**src/rtl/rtdp_params.svh**
```systemverilog
// Constants for the transmit datapath and event pin multiplexer.
`ifndef RTDP_PARAMS_SVH
`define RTDP_PARAMS_SVH

`define RTDP_FIFO_DEPTH 64
`define RTDP_BYTE_W 8
`define RTDP_LEN_W 7
`define RTDP_THRESH_W 6
`define RTDP_DIV_W 5
`define RTDP_BITS_W 3
`define RTDP_LAST_BIT_IDX 3'h7
`define RTDP_PREAMBLE_BYTE 8'haa
`define RTDP_PATTERN_BYTES 7'h02
`define RTDP_CRC_BYTES 7'h02
`define RTDP_SEL_00 2'h0
`define RTDP_SEL_01 2'h1
`define RTDP_SEL_10 2'h2
`define RTDP_SEL_11 2'h3

`endif

```
**src/rtl/rtdp_pkg.sv**
```systemverilog
// Types shared by the transmit datapath and event pin multiplexer.
package rtdp_pkg;

   typedef enum logic [1:0] {
      RTDP_MODE_CONT,
      RTDP_MODE_BUFFERED,
      RTDP_MODE_PACKET
   } rtdp_mode_type;

   typedef enum logic [2:0] {
      RTDP_TX_IDLE,
      RTDP_TX_WAIT,
      RTDP_TX_PREAMBLE,
      RTDP_TX_PATTERN,
      RTDP_TX_PAYLOAD,
      RTDP_TX_CRC,
      RTDP_TX_DRAIN
   } rtdp_tx_state_type;

   typedef struct packed {
      logic pattern_match;
      logic signal_level_event;
      logic byte_written;
      logic payload_ready;
      logic node_address_match;
      logic crc_ok;
   } rtdp_rx_evt_type;

   typedef struct packed {
      logic fifo_full_flag;
      logic fifo_not_empty_flag;
      logic fifo_overrun_flag;
      logic tx_level_low;
      logic rx_level_high;
   } rtdp_fifo_stat_type;

endpackage

```
**src/rtl/rtdp_datapath.sv**
```systemverilog
// Transmit datapath: byte FIFO, framing, bit shifter, event pins, ref clock.
//
// Operation
// Data-mode bit 0 selects continuous mode; bits sampled on bit clock rise.
// Host changes continuous data on bit clock fall; clock optional in OOK.
// Buffered mode stores bytes in 64-byte FIFO feeding a bit shifter.
// Start-condition bit picks start at first byte or at fill point.
// FIFO-full flag is high whenever FIFO holds full capacity.
// Write while full sets overrun and overwrites oldest contents.
// Writing one to overrun clears it and empties the FIFO.
// Not-empty drops when last byte moves into the shift register.
// Transmit-stopped rises as the final bit starts with nothing queued.
// Host stays in transmit one bit period after transmit-stopped.
// Leaving transmit stops at once, abandoning shift register bits.
// Pin B in transmit: full or stopped by select; bit clock continuous.
// Pin A in transmit: zero continuous; threshold or not-empty otherwise.
// Pin A in receive follows the selected source per data mode.
// Pin B in receive: bit clock continuous, else selected source.
// Reference output driven only while its enable bit is one.
// Reference output is crystal clock divided by five-bit field ratio.
// Reference output stopped during sleep regardless of enable.
// Packet handling works only with packet-handler enable set.
// Length format bit: zero fixed length, one variable length.
// Fixed length field gives payload bytes including address byte.
// Packet order: preamble, start pattern, payload, optional two-byte CRC.
// Start at first byte, or when count reaches programmed threshold.
// Transmit threshold event active while count at or below threshold.
// Bytes shift out most significant bit first, one bit per period.

`include "rtdp_params.svh"

// ------------------------------------------------------------
// Byte FIFO with flush and overwrite-on-full
// ------------------------------------------------------------
module rtdp_fifo
   import rtdp_pkg::*;
#(
   parameter int WIDTH = `RTDP_BYTE_W,
   parameter int DEPTH = `RTDP_FIFO_DEPTH
) (
   input wire logic clk,
   input wire logic rst,
   input wire logic flush,
   input wire logic in_valid,
   output logic in_ready,
   input wire logic in_force,
   input wire logic [WIDTH-1:0] in_data,
   output logic out_valid,
   input wire logic out_ready,
   output logic [WIDTH-1:0] out_data,
   output logic [$clog2(DEPTH+1)-1:0] level
);
   localparam int AW = $clog2(DEPTH);
   localparam int LW = $clog2(DEPTH+1);
   localparam logic [AW-1:0] LAST_IDX = AW'(DEPTH-1);
   localparam logic [LW-1:0] FULL_LVL = LW'(DEPTH);

   logic [WIDTH-1:0] mem_ff [DEPTH];
   logic [AW-1:0] wr_ptr_ff;
   logic [AW-1:0] rd_ptr_ff;
   logic [LW-1:0] level_ff;
   logic full;
   logic push;
   logic pop;

   assign full = (level_ff == FULL_LVL);
   assign in_ready = !full;
   assign out_valid = (level_ff != '0);
   assign out_data = mem_ff[rd_ptr_ff];
   assign level = level_ff;
   assign push = in_valid && (!full || in_force);
   assign pop = out_valid && out_ready;

   always_ff @(posedge clk) begin
      if (push) begin
         mem_ff[wr_ptr_ff] <= in_data;
      end
   end

   always_ff @(posedge clk or posedge rst) begin
      if (rst) begin
         wr_ptr_ff <= '0;
         rd_ptr_ff <= '0;
      end else if (flush) begin
         wr_ptr_ff <= '0;
         rd_ptr_ff <= '0;
      end else begin
         if (push) begin
            wr_ptr_ff <= (wr_ptr_ff == LAST_IDX) ? '0 : wr_ptr_ff + 1'b1;
         end
         // A write into a full FIFO drops the oldest entry.
         if (pop || (push && full)) begin
            rd_ptr_ff <= (rd_ptr_ff == LAST_IDX) ? '0 : rd_ptr_ff + 1'b1;
         end
      end
   end

   always_ff @(posedge clk or posedge rst) begin
      if (rst) begin
         level_ff <= '0;
      end else if (flush) begin
         level_ff <= '0;
      end else if (push && !pop && !full) begin
         level_ff <= level_ff + 1'b1;
      end else if (pop && !push) begin
         level_ff <= level_ff - 1'b1;
      end
   end
endmodule

// ------------------------------------------------------------
// Top level
// ------------------------------------------------------------
module rtdp_datapath
   import rtdp_pkg::*;
#(
   parameter int DEPTH = `RTDP_FIFO_DEPTH
) (
   input wire logic clk,
   input wire logic rst,
   input wire logic tx_mode,
   input wire logic rx_mode,
   input wire logic sleep_mode,
   input wire logic data_mode_select_bit,
   input wire logic packet_handler_enable_bit,
   input wire logic packet_length_format_bit,
   input wire logic [`RTDP_LEN_W-1:0] payload_length_field,
   input wire logic crc_enable_bit,
   input wire logic [1:0] preamble_len_field,
   input wire logic [15:0] start_pattern_word,
   input wire logic [15:0] crc_word,
   input wire logic tx_start_condition_bit,
   input wire logic [`RTDP_THRESH_W-1:0] fifo_level_threshold,
   input wire logic tx_pin_a_select,
   input wire logic tx_pin_b_select,
   input wire logic [1:0] rx_pin_a_select,
   input wire logic [1:0] rx_pin_b_select,
   input wire logic node_address_compare,
   input wire rtdp_rx_evt_type rx_events,
   input wire logic fifo_wr_valid,
   output logic fifo_wr_ready,
   input wire logic [`RTDP_BYTE_W-1:0] fifo_wr_data,
   input wire logic overrun_clear,
   output rtdp_fifo_stat_type fifo_status,
   output logic tx_stopped_flag,
   input wire logic modulator_bit_clock,
   input wire logic tx_data_pin,
   output logic modulator_data,
   output logic modulator_active,
   output logic event_pin_a,
   output logic event_pin_b,
   input wire logic [`RTDP_DIV_W-1:0] ref_out_divider_field,
   input wire logic ref_out_enable_bit,
   output logic ref_out,
   output logic ref_out_oe
);
   localparam int LW = $clog2(DEPTH+1);
   localparam logic [LW-1:0] FULL_LVL = LW'(DEPTH);
   // Level and threshold meet at the wider width so neither is cut.
   localparam int CW = (LW > `RTDP_THRESH_W) ? LW : `RTDP_THRESH_W;

   rtdp_mode_type mode;
   rtdp_tx_state_type state_ff;
   rtdp_tx_state_type nxt_state;
   logic [LW-1:0] level;
   logic fifo_out_valid;
   logic [`RTDP_BYTE_W-1:0] fifo_out_data;
   logic fifo_pop;
   logic overrun_ff;
   logic clk_s1_ff, clk_s2_ff, clk_s3_ff;
   logic dat_s1_ff, dat_s2_ff;
   logic bit_tick;
   logic [`RTDP_BYTE_W-1:0] shreg_ff;
   logic [`RTDP_BITS_W-1:0] bits_left_ff;
   logic [`RTDP_LEN_W-1:0] cnt_ff;
   logic [`RTDP_LEN_W-1:0] nxt_cnt;
   logic [`RTDP_LEN_W-1:0] pay_len_ff;
   logic load;
   logic have_byte;
   logic [`RTDP_BYTE_W-1:0] load_byte;
   logic more_coming;
   logic start_ok;
   logic mod_bit_ff;
   logic tx_stopped_ff;
   logic nxt_pin_a, nxt_pin_b, pin_a_ff, pin_b_ff;
   logic [`RTDP_DIV_W-1:0] div_cnt_ff;
   logic ref_ff;
   logic ref_run;

   // ------------------------------------------------------------
   // Mode decode
   // ------------------------------------------------------------
   always_comb begin
      if (!data_mode_select_bit) begin
         mode = RTDP_MODE_CONT;
      end else if (packet_handler_enable_bit) begin
         mode = RTDP_MODE_PACKET;
      end else begin
         mode = RTDP_MODE_BUFFERED;
      end
   end

   // ------------------------------------------------------------
   // FIFO and flags
   // ------------------------------------------------------------
   rtdp_fifo #(.WIDTH(`RTDP_BYTE_W), .DEPTH(DEPTH)) u_fifo (
      .clk(clk),
      .rst(rst),
      .flush(overrun_clear),
      .in_valid(fifo_wr_valid),
      .in_ready(fifo_wr_ready),
      .in_force(1'b1),
      .in_data(fifo_wr_data),
      .out_valid(fifo_out_valid),
      .out_ready(fifo_pop),
      .out_data(fifo_out_data),
      .level(level)
   );

   // Overrun is sticky; a new overrun in the clearing cycle wins.
   always_ff @(posedge clk or posedge rst) begin
      if (rst) begin
         overrun_ff <= 1'b0;
      end else if (fifo_wr_valid && !fifo_wr_ready) begin
         overrun_ff <= 1'b1;
      end else if (overrun_clear) begin
         overrun_ff <= 1'b0;
      end
   end

   always_comb begin
      fifo_status.fifo_full_flag = (level == FULL_LVL);
      fifo_status.fifo_not_empty_flag = (level != '0);
      fifo_status.fifo_overrun_flag = overrun_ff;
      fifo_status.tx_level_low =
         (CW'(level) <= CW'(fifo_level_threshold));
      fifo_status.rx_level_high =
         (CW'(level) >= CW'(fifo_level_threshold));
   end

   // ------------------------------------------------------------
   // Bit clock and continuous data synchronisers
   // ------------------------------------------------------------
   always_ff @(posedge clk or posedge rst) begin
      if (rst) begin
         clk_s1_ff <= 1'b0;
         clk_s2_ff <= 1'b0;
         clk_s3_ff <= 1'b0;
         dat_s1_ff <= 1'b0;
         dat_s2_ff <= 1'b0;
      end else begin
         clk_s1_ff <= modulator_bit_clock;
         clk_s2_ff <= clk_s1_ff;
         clk_s3_ff <= clk_s2_ff;
         dat_s1_ff <= tx_data_pin;
         dat_s2_ff <= dat_s1_ff;
      end
   end

   assign bit_tick = clk_s2_ff && !clk_s3_ff;

   // ------------------------------------------------------------
   // Framing sequencer
   // ------------------------------------------------------------
   always_comb begin
      if (tx_start_condition_bit) begin
         start_ok = fifo_out_valid;
      end else begin
         start_ok = fifo_out_valid &&
                    (CW'(level) >= CW'(fifo_level_threshold));
      end
   end

   // Byte offered to the shifter by the current frame field.
   always_comb begin
      have_byte = 1'b0;
      load_byte = fifo_out_data;
      case (state_ff)
         RTDP_TX_WAIT: begin
            have_byte = (mode == RTDP_MODE_PACKET);
            load_byte = `RTDP_PREAMBLE_BYTE;
         end
         RTDP_TX_PREAMBLE: begin
            have_byte = 1'b1;
            load_byte = `RTDP_PREAMBLE_BYTE;
         end
         RTDP_TX_PATTERN: begin
            have_byte = 1'b1;
            load_byte = cnt_ff[0] ? start_pattern_word[7:0] :
                        start_pattern_word[15:8];
         end
         RTDP_TX_PAYLOAD: begin
            have_byte = fifo_out_valid;
         end
         RTDP_TX_CRC: begin
            have_byte = 1'b1;
            load_byte = cnt_ff[0] ? crc_word[7:0] : crc_word[15:8];
         end
         default: begin
            have_byte = 1'b0;
         end
      endcase
   end

   assign load = tx_mode && (mode != RTDP_MODE_CONT) && bit_tick &&
                 (bits_left_ff == '0) && have_byte;
   assign fifo_pop = load && (state_ff == RTDP_TX_PAYLOAD);

   always_comb begin
      nxt_state = state_ff;
      nxt_cnt = cnt_ff;
      case (state_ff)
         RTDP_TX_IDLE: begin
            nxt_state = RTDP_TX_WAIT;
            nxt_cnt = '0;
         end
         RTDP_TX_WAIT: begin
            if (start_ok) begin
               nxt_state = (mode == RTDP_MODE_PACKET) ? RTDP_TX_PREAMBLE :
                           RTDP_TX_PAYLOAD;
               nxt_cnt = '0;
            end
         end
         RTDP_TX_PREAMBLE: begin
            if (load) begin
               nxt_cnt = cnt_ff + 1'b1;
               if (cnt_ff == `RTDP_LEN_W'(preamble_len_field)) begin
                  nxt_state = RTDP_TX_PATTERN;
                  nxt_cnt = '0;
               end
            end
         end
         RTDP_TX_PATTERN: begin
            if (load) begin
               nxt_cnt = cnt_ff + 1'b1;
               if (nxt_cnt == `RTDP_PATTERN_BYTES) begin
                  nxt_state = RTDP_TX_PAYLOAD;
                  nxt_cnt = '0;
               end
            end
         end
         RTDP_TX_PAYLOAD: begin
            if (load && (mode == RTDP_MODE_PACKET)) begin
               nxt_cnt = cnt_ff + 1'b1;
               if (nxt_cnt == pay_len_ff) begin
                  nxt_state = crc_enable_bit ? RTDP_TX_CRC : RTDP_TX_DRAIN;
                  nxt_cnt = '0;
               end
            end
         end
         RTDP_TX_CRC: begin
            if (load) begin
               nxt_cnt = cnt_ff + 1'b1;
               if (nxt_cnt == `RTDP_CRC_BYTES) begin
                  nxt_state = RTDP_TX_DRAIN;
                  nxt_cnt = '0;
               end
            end
         end
         default: begin
            nxt_state = state_ff;
         end
      endcase
   end

   always_ff @(posedge clk or posedge rst) begin
      if (rst) begin
         state_ff <= RTDP_TX_IDLE;
         cnt_ff <= '0;
      end else if (!tx_mode || mode == RTDP_MODE_CONT) begin
         state_ff <= RTDP_TX_IDLE;
         cnt_ff <= '0;
      end else begin
         state_ff <= nxt_state;
         cnt_ff <= nxt_cnt;
      end
   end

   // Fixed length comes from the field; variable length from first byte.
   always_ff @(posedge clk or posedge rst) begin
      if (rst) begin
         pay_len_ff <= '0;
      end else if (state_ff != RTDP_TX_PAYLOAD) begin
         pay_len_ff <= payload_length_field;
      end else if (fifo_pop && cnt_ff == '0 && packet_length_format_bit) begin
         pay_len_ff <= fifo_out_data[`RTDP_LEN_W-1:0] + 1'b1;
      end
   end

   // ------------------------------------------------------------
   // Bit shifter and modulator output
   // ------------------------------------------------------------
   always_ff @(posedge clk or posedge rst) begin
      if (rst) begin
         shreg_ff <= '0;
         bits_left_ff <= '0;
         mod_bit_ff <= 1'b0;
      end else if (!tx_mode) begin
         shreg_ff <= '0;
         bits_left_ff <= '0;
         mod_bit_ff <= 1'b0;
      end else if (bit_tick && mode == RTDP_MODE_CONT) begin
         mod_bit_ff <= dat_s2_ff;
      end else if (load) begin
         mod_bit_ff <= load_byte[`RTDP_BYTE_W-1];
         shreg_ff <= {load_byte[`RTDP_BYTE_W-2:0], 1'b0};
         bits_left_ff <= `RTDP_LAST_BIT_IDX;
      end else if (bit_tick && bits_left_ff != '0) begin
         mod_bit_ff <= shreg_ff[`RTDP_BYTE_W-1];
         shreg_ff <= {shreg_ff[`RTDP_BYTE_W-2:0], 1'b0};
         bits_left_ff <= bits_left_ff - 1'b1;
      end
   end

   assign modulator_data = mod_bit_ff;
   assign modulator_active = tx_mode;

   // ------------------------------------------------------------
   // Transmit-stopped flag
   // ------------------------------------------------------------
   assign more_coming = (state_ff == RTDP_TX_PAYLOAD && fifo_out_valid) ||
                        (state_ff == RTDP_TX_WAIT &&
                         mode == RTDP_MODE_PACKET) ||
                        state_ff == RTDP_TX_PREAMBLE ||
                        state_ff == RTDP_TX_PATTERN ||
                        state_ff == RTDP_TX_CRC;

   always_ff @(posedge clk or posedge rst) begin
      if (rst) begin
         tx_stopped_ff <= 1'b0;
      end else if (!tx_mode) begin
         tx_stopped_ff <= 1'b0;
      end else if (bit_tick && bits_left_ff == `RTDP_BITS_W'(1) &&
                   !more_coming) begin
         tx_stopped_ff <= 1'b1;
      end else if (load) begin
         tx_stopped_ff <= 1'b0;
      end
   end

   assign tx_stopped_flag = tx_stopped_ff;

   // ------------------------------------------------------------
   // Event pin multiplexers
   // ------------------------------------------------------------
   always_comb begin
      nxt_pin_a = 1'b0;
      nxt_pin_b = 1'b0;
      if (tx_mode) begin
         if (mode == RTDP_MODE_CONT) begin
            nxt_pin_a = 1'b0;
            nxt_pin_b = clk_s2_ff;
         end else begin
            nxt_pin_a = tx_pin_a_select ? fifo_status.fifo_not_empty_flag :
                        fifo_status.tx_level_low;
            nxt_pin_b = tx_pin_b_select ? tx_stopped_ff :
                        fifo_status.fifo_full_flag;
         end
      end else if (rx_mode) begin
         if (mode == RTDP_MODE_CONT) begin
            nxt_pin_b = clk_s2_ff;
            if (rx_pin_a_select == `RTDP_SEL_01) begin
               nxt_pin_a = rx_events.signal_level_event;
            end else begin
               nxt_pin_a = rx_events.pattern_match;
            end
         end else begin
            if (rx_pin_a_select == `RTDP_SEL_00) begin
               nxt_pin_a = (mode == RTDP_MODE_PACKET) &&
                           rx_events.payload_ready;
            end else if (rx_pin_a_select == `RTDP_SEL_01) begin
               nxt_pin_a = rx_events.byte_written;
            end else if (rx_pin_a_select == `RTDP_SEL_10) begin
               nxt_pin_a = fifo_status.fifo_not_empty_flag;
            end else if (mode == RTDP_MODE_PACKET && node_address_compare) begin
               nxt_pin_a = rx_events.node_address_match;
            end else begin
               nxt_pin_a = rx_events.pattern_match;
            end
            if (rx_pin_b_select == `RTDP_SEL_00) begin
               nxt_pin_b = (mode == RTDP_MODE_PACKET) &&
                           rx_events.crc_ok;
            end else if (rx_pin_b_select == `RTDP_SEL_01) begin
               nxt_pin_b = fifo_status.fifo_full_flag;
            end else if (rx_pin_b_select == `RTDP_SEL_10) begin
               nxt_pin_b = rx_events.signal_level_event;
            end else begin
               nxt_pin_b = fifo_status.rx_level_high;
            end
         end
      end
   end

   always_ff @(posedge clk or posedge rst) begin
      if (rst) begin
         pin_a_ff <= 1'b0;
         pin_b_ff <= 1'b0;
      end else begin
         pin_a_ff <= nxt_pin_a;
         pin_b_ff <= nxt_pin_b;
      end
   end

   assign event_pin_a = pin_a_ff;
   assign event_pin_b = pin_b_ff;

   // ------------------------------------------------------------
   // Divided reference clock output
   // ------------------------------------------------------------
   assign ref_run = ref_out_enable_bit && !sleep_mode;

   // Output toggles every divider field plus one cycles of the clock.
   always_ff @(posedge clk or posedge rst) begin
      if (rst) begin
         div_cnt_ff <= '0;
         ref_ff <= 1'b0;
      end else if (!ref_run) begin
         div_cnt_ff <= '0;
         ref_ff <= 1'b0;
      end else if (div_cnt_ff >= ref_out_divider_field) begin
         div_cnt_ff <= '0;
         ref_ff <= !ref_ff;
      end else begin
         div_cnt_ff <= div_cnt_ff + 1'b1;
      end
   end

   assign ref_out = ref_ff;
   assign ref_out_oe = ref_run;
endmodule

```
**config.mk**
```make
export PLATFORM = sky130hd
export DESIGN_NAME = rtdp_datapath
export DESIGN_NICKNAME = d
export VERILOG_FILES = /design/src/rtl/rtdp_pkg.sv /design/src/rtl/rtdp_datapath.sv
export VERILOG_INCLUDE_DIRS = /design/src /design/src/rtl
export SDC_FILE = /design/constraint.sdc
export NUM_CORES = 1
export LEC_CHECK = 0
export BUFFER_PORTS_ARGS = -buffer_cell sky130_fd_sc_hd__buf_2
export CAP_MARGIN = 15
export CORE_MARGIN = 2
export CORE_UTILIZATION = 35
export DETAILED_ROUTE_END_ITERATION = 10
export HOLD_SLACK_MARGIN = 0.03
export PLACE_DENSITY_LB_ADDON = 0.2
export SETUP_SLACK_MARGIN = 0.2
export SLEW_MARGIN = 20
export SYNTH_ARGS = -nofsm -noshare
export SYNTH_HDL_FRONTEND = slang
export SYNTH_SLANG_ARGS = --single-unit
```
**constraint.sdc**
```tcl
create_clock -name clk -period 10 [get_ports clk]
set_clock_uncertainty 0.15 [all_clocks]
set_input_delay 2 -clock clk [delete_from_list [all_inputs] [get_ports clk]]
set_output_delay 2 -clock clk [all_outputs]
set_load 0.02 [all_outputs]
```
# == Word-level counts from Yosys, hierarchy flattened ==
# Memories as Yosys holds them, arrays and structs flattened.
# Index checks and enable logic that the tools add are counted.
# word_totals
ram_bits,512
memories,1
romBits,0
inputBits,88
elab_cells,207
latchBits,0
regBits,63
# op_classes
reduce_logical,61
add_sub_neg,8
muxes,81
shifts,0
n_eq_ne,33
n_mul,0
bitwise_logic,0
magnitude_cmp,3
div_mod_pow,0
# memory_table
memory,depth,word_bits,rd,rd_ports_with_merged_regs,write_ports,line,text
u_fifo.mem_ff,64,8,1,0,1,rtdp_datapath.sv:58,logic [WIDTH-1:0] mem_ff [DEPTH];
# ops
cell,n
2-to-1 mux 7 bit,13
2-to-1 mux 8 bit,6
2-to-1 mux 3 bit,15
2-to-1 mux 6 bit,6
case mux 7 bit (5 select lines),1
2-to-1 mux 1 bit,32
"!= test 3 bit, second input constant",10
logical AND 1 bit,25
case mux 8 bit (3 select lines),1
"adder 7 x 1 -> 7 bit, second input constant",3
case mux 3 bit (6 select lines),1
nonzero test 7 bit,2
"adder 6 x 1 -> 6 bit, second input constant",2
"== test 6 bit, second input constant",2
2-to-1 mux 5 bit,2
AND reduction 10 bit,1
nonzero test 2 bit,5
"!= test 3 x 1 -> 1 bit, second input constant",3
logical NOT 1 bit,8
== test 7 x 2 -> 1 bit,1
"== test 7 x 2 -> 1 bit, second input constant",1
== test 7 bit,1
"== test 7 bit, second input constant",1
greater-or-equal comparator 7 x 6 -> 1 bit,1
25 further kinds,43

# == Longest topological paths before layout ==
# Gate-level depths: netlist of run 1.
# depth
word_depth,14
ltp_mapped,17

# == Cells and area by module ==
# From an unflattened synthesis of run 1, not the netlist that was laid out.
# unflattened
cells_unflattened,1539
hier_area_um2,24751.2
# by_module_without_submodules
mod,instances,cells_per_inst,area_per_inst_um2
rtdp_fifo,1,1108,21216.6
rtdp_datapath,1,431,3534.6

# == Worst setup path after synthesis of run 1 ==
# No wires, ideal clock.
# synth_timing
path_type,input to output
start,input port fifo_level_threshold[4]
end,output port fifo_status[1] (netlist name)
arrival_ps,3191
setup_slack_ps,4659
cell_stages,5
required_ps,7850
path_cell_list,inv_1 > ha_1 > a21o_1 > a211o_1 > o22ai_1
# synth_rtl
item,line,text
"start, declared",rtdp_datapath.sv:133,"input wire logic [`RTDP_THRESH_W-1:0] fifo_level_threshold,"
"end, declared",rtdp_datapath.sv:144,"output rtdp_fifo_stat_type fifo_status,"

==> results by group, run 1 <==
Critical path
  • CP Capture Point: fifo_status[0]
  • Worst Path Required: 7.85 ns
  • Critical Path Start Type: primary input
  • FF-to-FF End: pay_len_ff[6]$_DFFE_PP0P_
  • Signal arrival time at the worst endpoint: 3.33 ns
  • CP Cell Sequence: buf_2 > inv_1 > ha_1 > a21o_1 > a211o_1 > nor2_1 > o21ai_0 > buf_2
  • Slowest library cell on the worst path: a211o_1
  • Reg2Reg Depth: 11
  • Crit path largest cell delay: 0.33 ns
  • Setup crit start: fifo_level_threshold[4]
  • Critical path class: primary input to primary output
  • Crit Path Max Fanout: 3
  • Crit end category: primary output
  • Crit path buf inv count: 3
  • R2r setup slk: 5.28 ns
  • CP Depth: 8
  • Most common cell on crit path: buf_2
  • Top Family by Delay on Critical Path: compound AO/OA/AOI/OAI gates
  • RR Startpoint: u_fifo.rd_ptr_ff[1]$_DFFE_PP0P_

Synthesis
  • Post-Syn Area: 0.0248 sq mm
  • Synthesis-stage register bit count: 574
  • Post-Synth Adder-Cell Area: 1.55%
  • Area leader, netlist: edfxtp_1
  • Largest family of logic cells by synthesized area: multiplexers
  • Simple-Gate Fraction of Synth Area: 6.02%
  • Synth Flop Type: edfxtp_1
  • Mean area per synthesized cell: 16.7 sq um
  • Share of the synthesized area in the top cell type: 62.1%
  • Multiplexer share of the synthesized area: 13.7%
  • Ys async rst share: 10.8%
  • Post-synthesis sequential area ratio: 68.3%
  • Post-synth EDFFs: 512
  • Dominant cells by area after synthesis: edfxtp_1 (62%), mux4_2 (7.3%), dfrtp_1 (6.3%)
  • Count of cell types in the netlist: 74
  • Mapped Cells: 1487
  • Xor/xnor share of the synthesized area: 1.05%
  • Yosys Warn Count: 0
  • Syn Nets: 1605
  • Synth Area in Compound Gates: 6.38%

Floorplan
  • Die width: 270 um
  • # rows: 97
  • Die height: 270 um
  • Initial cell density of the core: 35.4%
  • Core box area: 0.0700 sq mm
  • Die Footprint: 0.0729 sq mm
  • Top Ports: 101

Power
  • PwrDens: 197 mW/mm^2
  • P_leak: 0.00923 uW
  • Clock power share: 40.7%
  • Flop pwr share: 48.8%
  • Final Power: 5500 uW
  • Power Internal: 4200 uW
  • P_sw: 1300 uW
  • Sw Share: 23.7%
  • Maximum vdd drop: 0.141 mV
  • Combinational Power Share: 10.5%

Timing
  • Max-slew violations: 0
  • Max_slew headroom: 20.4%
  • Final worst slack: 4.52 ns
  • RSZ-0062 raised after global routing: no
  • Maximum clock frequency: 183 MHz
  • Final TNS setup: 0 ns
  • Worst hold slack: 0.208 ns
  • Final period util: 54.8%
  • Final-report hold violation count: 0
  • Period minus WS final: 5.48 ns
  • Least-Margin Pin Slew: 1.19 ns
  • Count of final setup violators: 0

Routing
  • Final ANT Viol Nets: 0
  • Vias: 13869
  • Wire length per cell: 24.7 um
  • # DRC: 0
  • Vias/cell: 5.39
  • Drt total wl: 63.6 mm
  • TritonRoute pass-1 iters: 5
  • Iter 0 DRT Violations: 1338

Clock network
  • Setup Fix Bufs, Post-CTS: 0
  • CTS tree: built
  • Clock Latency Late Sink: 0.62 ns
  • PostCTS Resize Cnt: 0
  • Clock sink total: 574
  • Root Driver: clkbuf_16
  • TritonCTS buffer count: 59
  • Clock-pin slew on the worst setup and hold paths: 0.06 ns
  • CTS hold repair buffers: 0
  • H-tree depth: 2
  • Clock Tree Buf Depth: 3

Finish
  • Most frequent cells in the layout: edfxtp_1 (512), nor2_1 (117), buf_2 (99)
  • Final Instance Area: 0.0280 sq mm
  • Most common cell after layout, fill and taps aside: edfxtp_1
  • Area Growth Syn to Fin: 12.9%
  • Nets: 1701
  • Layout cells sized above 1: 19.2%
  • Ant diodes: 0

Job
  • Max-cap violation count: 0

Placement
  • Port bufs: 100
  • Placed cell areas: 0.0260 sq mm
  • Detail Placement HPWL: 39.4 mm
  • Setup WS pre-CTS: 4.51 ns
  • Final Wtd Congestion: 0.850

Global routing
  • Vias in the first global route: 14004
  • First-pass GRT wire length: 94.6 mm
  • Antenna violations before repair: 0
  • Overflow after GRT: 0
  • Pin count of the biggest net entering global routing: 102
  • Tot GR Track Use: 17.4%

Status
  • Status: finished clean

Hold path
  • Min-Delay Path Class: flop to flop
Yosys cell counts, drive strengths merged (8+ instances only):
cell type,number
o22ai,23
and2,8
inv,35
mux4,108
xor2,9
a22oi,27
nand2,73
buf,52
clkbuf,30
nor2b,18
ha,29
a31oi,8
a21oi,45
dfrtp,62
a211oi,12
mux2,9
nor2,118
nand3,33
o21ai,38
o221ai,10
nand2b,17
edfxtp,512
mux2i,75
or4,8
xnor2,18
o31ai,9
sequential cells by signal (all words and copies together), names as in the netlist, 3 cells and up:
| name | count |
|---|---|
| u_fifo.level | 7 |
| u_fifo.rd_ptr_ff | 6 |
| pay_len_ff | 7 |
| u_fifo.wr_ptr_ff | 6 |
| bits_left_ff | 3 |
| cnt_ff | 7 |
| div_cnt_ff | 5 |
| u_fifo.mem_ff | 512 |
| state_ff | 3 |
| shreg_ff | 7 |
worst min-delay path by stage:
stage	start	to	slack, ns	cells after the start
final	clk_s1_ff$_DFF_PP0_	clk_s2_ff$_DFF_PP0_	0.21	0
after floorplan	clk_s1_ff$_DFF_PP0_	clk_s2_ff$_DFF_PP0_	0.18	0
after global routing	dat_s1_ff$_DFF_PP0_	dat_s2_ff$_DFF_PP0_	0.22	0
after global placement	dat_s1_ff$_DFF_PP0_	dat_s2_ff$_DFF_PP0_	0.19	0
after detailed placement	clk_s1_ff$_DFF_PP0_	clk_s2_ff$_DFF_PP0_	0.19	0
after CTS	clk_s1_ff$_DFF_PP0_	clk_s2_ff$_DFF_PP0_	0.21	0
area by class of cell:
type | instances | area [sq um]
clock buffer | 72 | 1530
clock inverter | 37 | 432
fill | 6412 | 42100
inverter | 37 | 139
multi-input combinational | 794 | 7120
sequential | 574 | 16900
tap | 940 | 1180
timing repair buffer | 117 | 643
stage by stage:
step	util (%)	std cells
after global routing	39.9	2571
after global placement	37.1	2462
after detailed placement	37.1	2462
after CTS	39.9	2571
final	39.9	2571
after floorplan	-	1487
cells by family after synthesis:
family	count (synthesis)
flip-flops	574
AND/OR/NAND/NOR	312
AO/OA/AOI/OAI	232
multiplexers	192
buffers and inverters	119
adder cells (fa/ha/maj)	30
XOR/XNOR	28
routing by layer:
| layer | GRT usage [%] | routed length, um | up-vias |
|---|---|---|---|
| li1 | - | - | 6129 |
| met1 | 24.2 | 28400 | 7154 |
| met2 | 27.7 | 29500 | 486 |
| met3 | 3.26 | 4030 | 100 |
| met4 | 5.34 | 1660 | 0 |
| met5 | 0 | 0 | - |
power groups by stage:
stage                     clock [uW]  combinational (uW)  sequential [uW]
after floorplan                    0                 450             2710
after global placement             0                 573             2740
after detailed placement           0                 582             2740
after CTS                       2290                 584             2690
after global routing            2370                 633             2690
final                           2240                 575             2690
Note: power is estimated with default switching activity, not from simulation.
==> run 2, diff against run 1 <==
==> constraint.sdc (replaced) <==
create_clock -name clk -period 4.9 [get_ports clk]
set_clock_uncertainty 0.15 [all_clocks]
set_input_delay 0.98 -clock clk [delete_from_list [all_inputs] [get_ports clk]]
set_output_delay 0.98 -clock clk [all_outputs]
set_load 0.02 [all_outputs]
==> results by group, run 2 (synthesis results as in run 1) <==
Critical path
  • Critical path class: flop to flop
  • Signal arrival time at the worst endpoint: 4.38 ns (+1.05 ns)
  • Crit end category: flop
  • Crit Path Max Fanout: 54 (+51)
  • Worst Path Required: 5.25 ns (-2.60 ns)
  • Critical Path Start Type: flop

Power
  • Maximum vdd drop: 0.264 mV (+86%)
  • PwrDens: 395 mW/mm^2 (+100%)
  • P_leak: 0.00938 uW (+1.7%)

Status
  • Status: finished clean

Timing
  • Final TNS setup: 0 ns (unchanged)
  • Final-report hold violation count: 0 (unchanged)
  • Max_slew headroom: 29.3% (+8.9 points)
  • Period minus WS final: 4.03 ns
  • Least-Margin Pin Slew: 1.05 ns (-0.137 ns)
  • Count of final setup violators: 0 (unchanged)
  • Final period util: 82.2%
  • RSZ-0062 raised after global routing: no
  • Worst hold slack: 0.212 ns (+0.00382 ns)
  • Maximum clock frequency: 248 MHz
  • Max-slew violations: 0 (unchanged)

Finish
  • Most frequent cells in the layout: edfxtp_1 (512), nor2_1 (117), buf_2 (99)
  • Largest register FFs: 512 (unchanged)
  • Fill cell count: 6397 (-0.23%)
  • Multi-input gate area: 0.00711 sq mm (about the same)
  • FF+latch area: 0.0169 sq mm (unchanged)
  • Largest register by flop count: u_fifo.mem_ff
  • Nets: 1736 (+2.1%)
  • Layout cells sized above 1: 20.6% (+1.4 points)
  • Most common cell after layout, fill and taps aside: edfxtp_1
  • Ant diodes: 0 (unchanged)
  • Area Growth Syn to Fin: 13.8%
  • Final Instance Count excl. Fillers: 2604 (+1.3%)

Floorplan
  • Die Footprint: 0.0729 sq mm (unchanged)
  • # rows: 97 (unchanged)
  • Die width: 270 um (unchanged)
  • Core box area: 0.0700 sq mm (unchanged)
  • Die height: 270 um (unchanged)
  • Initial cell density of the core: 35.4% (unchanged)
  • Top Ports: 101 (unchanged)

Global routing
  • Overflow after GRT: 0 (unchanged)
  • First-pass GRT wire length: 96.1 mm (+1.6%)
  • Antenna violations before repair: 2 (+2)
  • Tot GR Track Use: 17.8% (+0.39 points)
  • Vias in the first global route: 14225 (+1.6%)
  • Pin count of the biggest net entering global routing: 65 (-36%)

Clock network
  • CTS hold repair buffers: 0 (unchanged)
  • Clock-pin slew on the worst setup and hold paths: 0.06 ns (about the same)
  • H-tree depth: 2 (unchanged)
  • Clock Tree Buf Depth: 3 (unchanged)
  • PostCTS Resize Cnt: 0 (unchanged)
  • Root Driver: clkbuf_16
  • Clock sink total: 574 (unchanged)
  • Clock Latency Late Sink: 0.64 ns (+0.02 ns)
  • Setup Fix Bufs, Post-CTS: 0 (unchanged)
  • TritonCTS buffer count: 61 (+3.4%)
  • CTS tree: built

Routing
  • Final ANT Viol Nets: 0 (unchanged)
  • Wire length per cell: 25.1 um (+1.3%)
  • Drt total wl: 65.3 mm (+2.6%)
  • Iter 0 DRT Violations: 1337 (-0.075%)
  • # DRC: 0 (unchanged)
  • Vias/cell: 5.43 (+0.61%)
  • TritonRoute pass-1 iters: 9 (+4)
  • Vias: 14133 (+1.9%)

Placement
  • Final Wtd Congestion: 0.856 (+0.63%)
  • Detail Placement HPWL: 41.9 mm (+6.4%)
  • DP Cell Count: 2495 (+1.3%)
  • Port bufs: 100 (unchanged)

Hold path
  • Min-Delay Path Class: flop to flop

Job
  • Max-cap violation count: 0 (unchanged)
## run 2: report_power, final
group	internal [uW]	switching (uW)
Clock	2520	1890
Combinational	538	711
Sequential	5380	93.6
Total	8440	2700
## run 2: metrics by stage
| stage | utilization (%) | instance area (sq um) | setup slack, ns | power (uW) |
|---|---|---|---|---|
| after global routing | 40.2 | 28200 | 0.555 | 11500 |
| after global placement | 37.5 | 26300 | 0.584 | 6820 |
| final | 40.2 | 28200 | 0.872 | 11100 |
| after floorplan | - | 24800 | 0.987 | 6440 |
| after detailed placement | 37.5 | 26300 | 0.577 | 6840 |
| after CTS | 40.2 | 28200 | 0.902 | 11200 |
## run 2: per-layer routing
metal  up-vias  part of all wire, %  track usage [%]
met2       519                   46             27.9
met5         -                0.020                0
li1       6199                    -                -
met1      7313                   44             24.5
met3       100                  7.2             4.00
met4         2                  2.9             5.73
## run 2: final cells by class
class                           count  share of cell area, %
Clock buffer                       76                   5.69
Clock inverter                     33                  0.990
Inverter                           37                  0.493
Multi-Input combinational cell    794                   25.2
Sequential cell                   574                   60.1
Tap cell                          940                   4.17
Timing Repair Buffer              150                   3.29
## run 2: final timing paths
check / startpoint / end / slack, ns / depth (start not counted)
worst min-delay path: clk_s1_ff$_DFF_PP0_ / clk_s2_ff$_DFF_PP0_ / 0.21 / 0
worst max-delay path: u_fifo.rd_ptr_ff[1]$_DFFE_PP0P_ / pay_len_ff[6]$_DFFE_PP0P_ / 0.87 / 8
worst max register to register: u_fifo.rd_ptr_ff[1]$_DFFE_PP0P_ / pay_len_ff[6]$_DFFE_PP0P_ / 0.87 / 8
min in group asynchronous: rst / u_fifo.level[2]$_DFFE_PP0P_ / 0.41 / 2
worst min register to register: clk_s1_ff$_DFF_PP0_ / clk_s2_ff$_DFF_PP0_ / 0.21 / 0
max in group asynchronous: rst / cnt_ff[0]$_DFFE_PP0P_ / 3.28 / 3
## run 2: worst max-delay path, cell delays in order, from the launching register on
cell and delay, ns:
dfrtp_4 1.02, buf_4 0.39, mux4_2 0.54, a32oi_1 0.41, o32ai_1 0.20, nor4_1 0.65
nor4b_1 0.16, xnor2_1 0.21, o22ai_1 0.10
==> run 3, diff against run 2 <==
==> constraint.sdc (replaced) <==
create_clock -name clk -period 4.1 [get_ports clk]
set_clock_uncertainty 0.15 [all_clocks]
set_input_delay 0.82 -clock clk [delete_from_list [all_inputs] [get_ports clk]]
set_output_delay 0.82 -clock clk [all_outputs]
set_load 0.02 [all_outputs]
==> results by group, run 3 (synthesis results as in run 1) <==
Timing
  • Worst hold slack: 0.190 ns (-0.0217 ns)
  • Count of final setup violators: 0 (unchanged)
  • Max-slew violations: 0 (unchanged)
  • Period minus WS final: 3.74 ns (-0.285 ns)
  • Max_slew headroom: 32.8% (+3.5 points)
  • Final-report hold violation count: 0 (unchanged)
  • RSZ-0062 raised after global routing: no
  • Final period util: 91.3% (+9.1 points)
  • Maximum clock frequency: 267 MHz (+7.6%)
  • Least-Margin Pin Slew: 1.01 ns (-0.0462 ns)
  • Final TNS setup: 0 ns (unchanged)

Routing
  • Final ANT Viol Nets: 0 (unchanged)
  • Vias: 14344 (+1.5%)
  • # DRC: 0 (unchanged)
  • TritonRoute pass-1 iters: 5 (-4)
  • Vias/cell: 5.34 (-1.6%)
  • Iter 0 DRT Violations: 1320 (-1.3%)
  • Drt total wl: 65.6 mm (+0.45%)
  • Wire length per cell: 24.4 um (-2.6%)

Placement
  • Final Wtd Congestion: 0.837 (-2.2%)
  • Port bufs: 100 (unchanged)
  • Detail Placement HPWL: 43.7 mm (+4.2%)

Clock network
  • Clock Latency Late Sink: 0.60 ns (-0.04 ns)
  • CTS tree: built
  • CTS hold repair buffers: 0 (unchanged)
  • Clock Tree Buf Depth: 3 (unchanged)
  • Clock sink total: 574 (unchanged)
  • Root Driver: clkbuf_16
  • TritonCTS buffer count: 66 (+8.2%)
  • Clock-pin slew on the worst setup and hold paths: 0.06 ns (about the same)
  • PostCTS Resize Cnt: 0 (unchanged)
  • Setup Fix Bufs, Post-CTS: 0 (unchanged)
  • H-tree depth: 3 (+1)

Global routing
  • Pin count of the biggest net entering global routing: 65 (unchanged)
  • Antenna violations before repair: 0 (-2)
  • First-pass GRT wire length: 97.5 mm (+1.4%)
  • Overflow after GRT: 0 (unchanged)
  • Tot GR Track Use: 18.0% (+0.23 points)
  • Vias in the first global route: 14493 (+1.9%)

Finish
  • Largest register by flop count: u_fifo.mem_ff
  • Most frequent cells in the layout: edfxtp_1 (512), buf_4 (122), nor2_1 (117)
  • Most common cell after layout, fill and taps aside: edfxtp_1
  • Area Growth Syn to Fin: 17.1%
  • Ant diodes: 0 (unchanged)
  • Core Util, Final: 41.4% (+1.2 points)
  • Fill cell count: 6352 (-0.70%)
  • Multi-input gate area: 0.00711 sq mm (about the same)
  • Nets: 1818 (+4.7%)
  • Largest register FFs: 512 (unchanged)
  • FF+latch area: 0.0169 sq mm (unchanged)
  • Layout cells sized above 1: 24.6% (+4.0 points)

Critical path
  • Critical Path Start Type: flop
  • Worst Path Required: 4.43 ns (-0.82 ns)
  • Crit Path Max Fanout: 14 (-74%)
  • Critical path class: flop to flop
  • Crit end category: flop
  • Signal arrival time at the worst endpoint: 4.07 ns (-0.31 ns)

Floorplan
  • Die width: 270 um (unchanged)
  • Core box area: 0.0700 sq mm (unchanged)
  • Top Ports: 101 (unchanged)
  • Die height: 270 um (unchanged)
  • # rows: 97 (unchanged)
  • Die Footprint: 0.0729 sq mm (unchanged)
  • Initial cell density of the core: 35.4% (unchanged)

Job
  • Max-cap violation count: 0 (unchanged)

Power
  • Maximum vdd drop: 0.283 mV (+7.6%)
  • PwrDens: 477 mW/mm^2 (+21%)
  • P_leak: 0.00990 uW (+5.4%)
  • Final Power: 13800 uW (+24%)

Hold path
  • Min-Delay Path Class: primary input to async pin

Status
  • Status: finished clean
[run 3: per-layer routing]
layer | part of all wire [%] | up-vias | track usage, %
li1 | - | 6356 | -
met1 | 46 | 7437 | 25.6
met2 | 46 | 451 | 28.2
met3 | 5.5 | 100 | 3.40
met4 | 2.6 | 0 | 5.29
met5 | 0 | - | 0
[run 3: where the power goes]
group	total, uW	internal [uW]	switching (uW)
clock network	5760	3440	2320
logic	1540	673	868
registers	6520	6440	88.0
[run 3: layout make-up]
cell class	instances	share of cell area, %
clock buffer	84	6.11
clock inverter	31	1.13
inverter	37	0.479
multi-input combinational	794	24.5
sequential	574	58.4
tap	940	4.06
timing repair buffer	227	5.28
[run 3: worst paths after layout]
path	startpoint	endpoint	slack, ns	depth (start not counted)
worst min register to register	clk_s1_ff$_DFF_PP0_	clk_s2_ff$_DFF_PP0_	0.20	0
max in group asynchronous	rst	u_fifo.rd_ptr_ff[1]$_DFFE_PP0P_	2.73	3
worst max-delay path	u_fifo.rd_ptr_ff[2]$_DFFE_PP0P_	pay_len_ff[5]$_DFFE_PP0P_	0.36	10
min in group clk	clk_s1_ff$_DFF_PP0_	clk_s2_ff$_DFF_PP0_	0.20	0
worst min-delay path	rst	state_ff[1]$_DFFE_PP0P_	0.19	2
worst max register to register	u_fifo.rd_ptr_ff[2]$_DFFE_PP0P_	pay_len_ff[5]$_DFFE_PP0P_	0.36	10
[run 3: per-stage QoR]
step / setup slack, ns / instance area [sq um] / cells
after floorplan: 0.347 / 24800 / 1487
after global placement: 0.272 / 26900 / 2572
after detailed placement: 0.240 / 26900 / 2572
after CTS: 0.221 / 29000 / 2687
after global routing: 0.251 / 29000 / 2687
final: 0.357 / 29000 / 2687
[run 3: critical path: stages (launching register included)]
cell	delay [ns]
dfrtp_2	0.62
buf_4	0.35
and2_1	0.47
buf_4	0.27
a22oi_1	0.10
a21oi_1	0.36
or4_4	0.26
nand3b_1	0.14
or4b_1	0.56
xnor2_1	0.24
o21ai_1	0.08
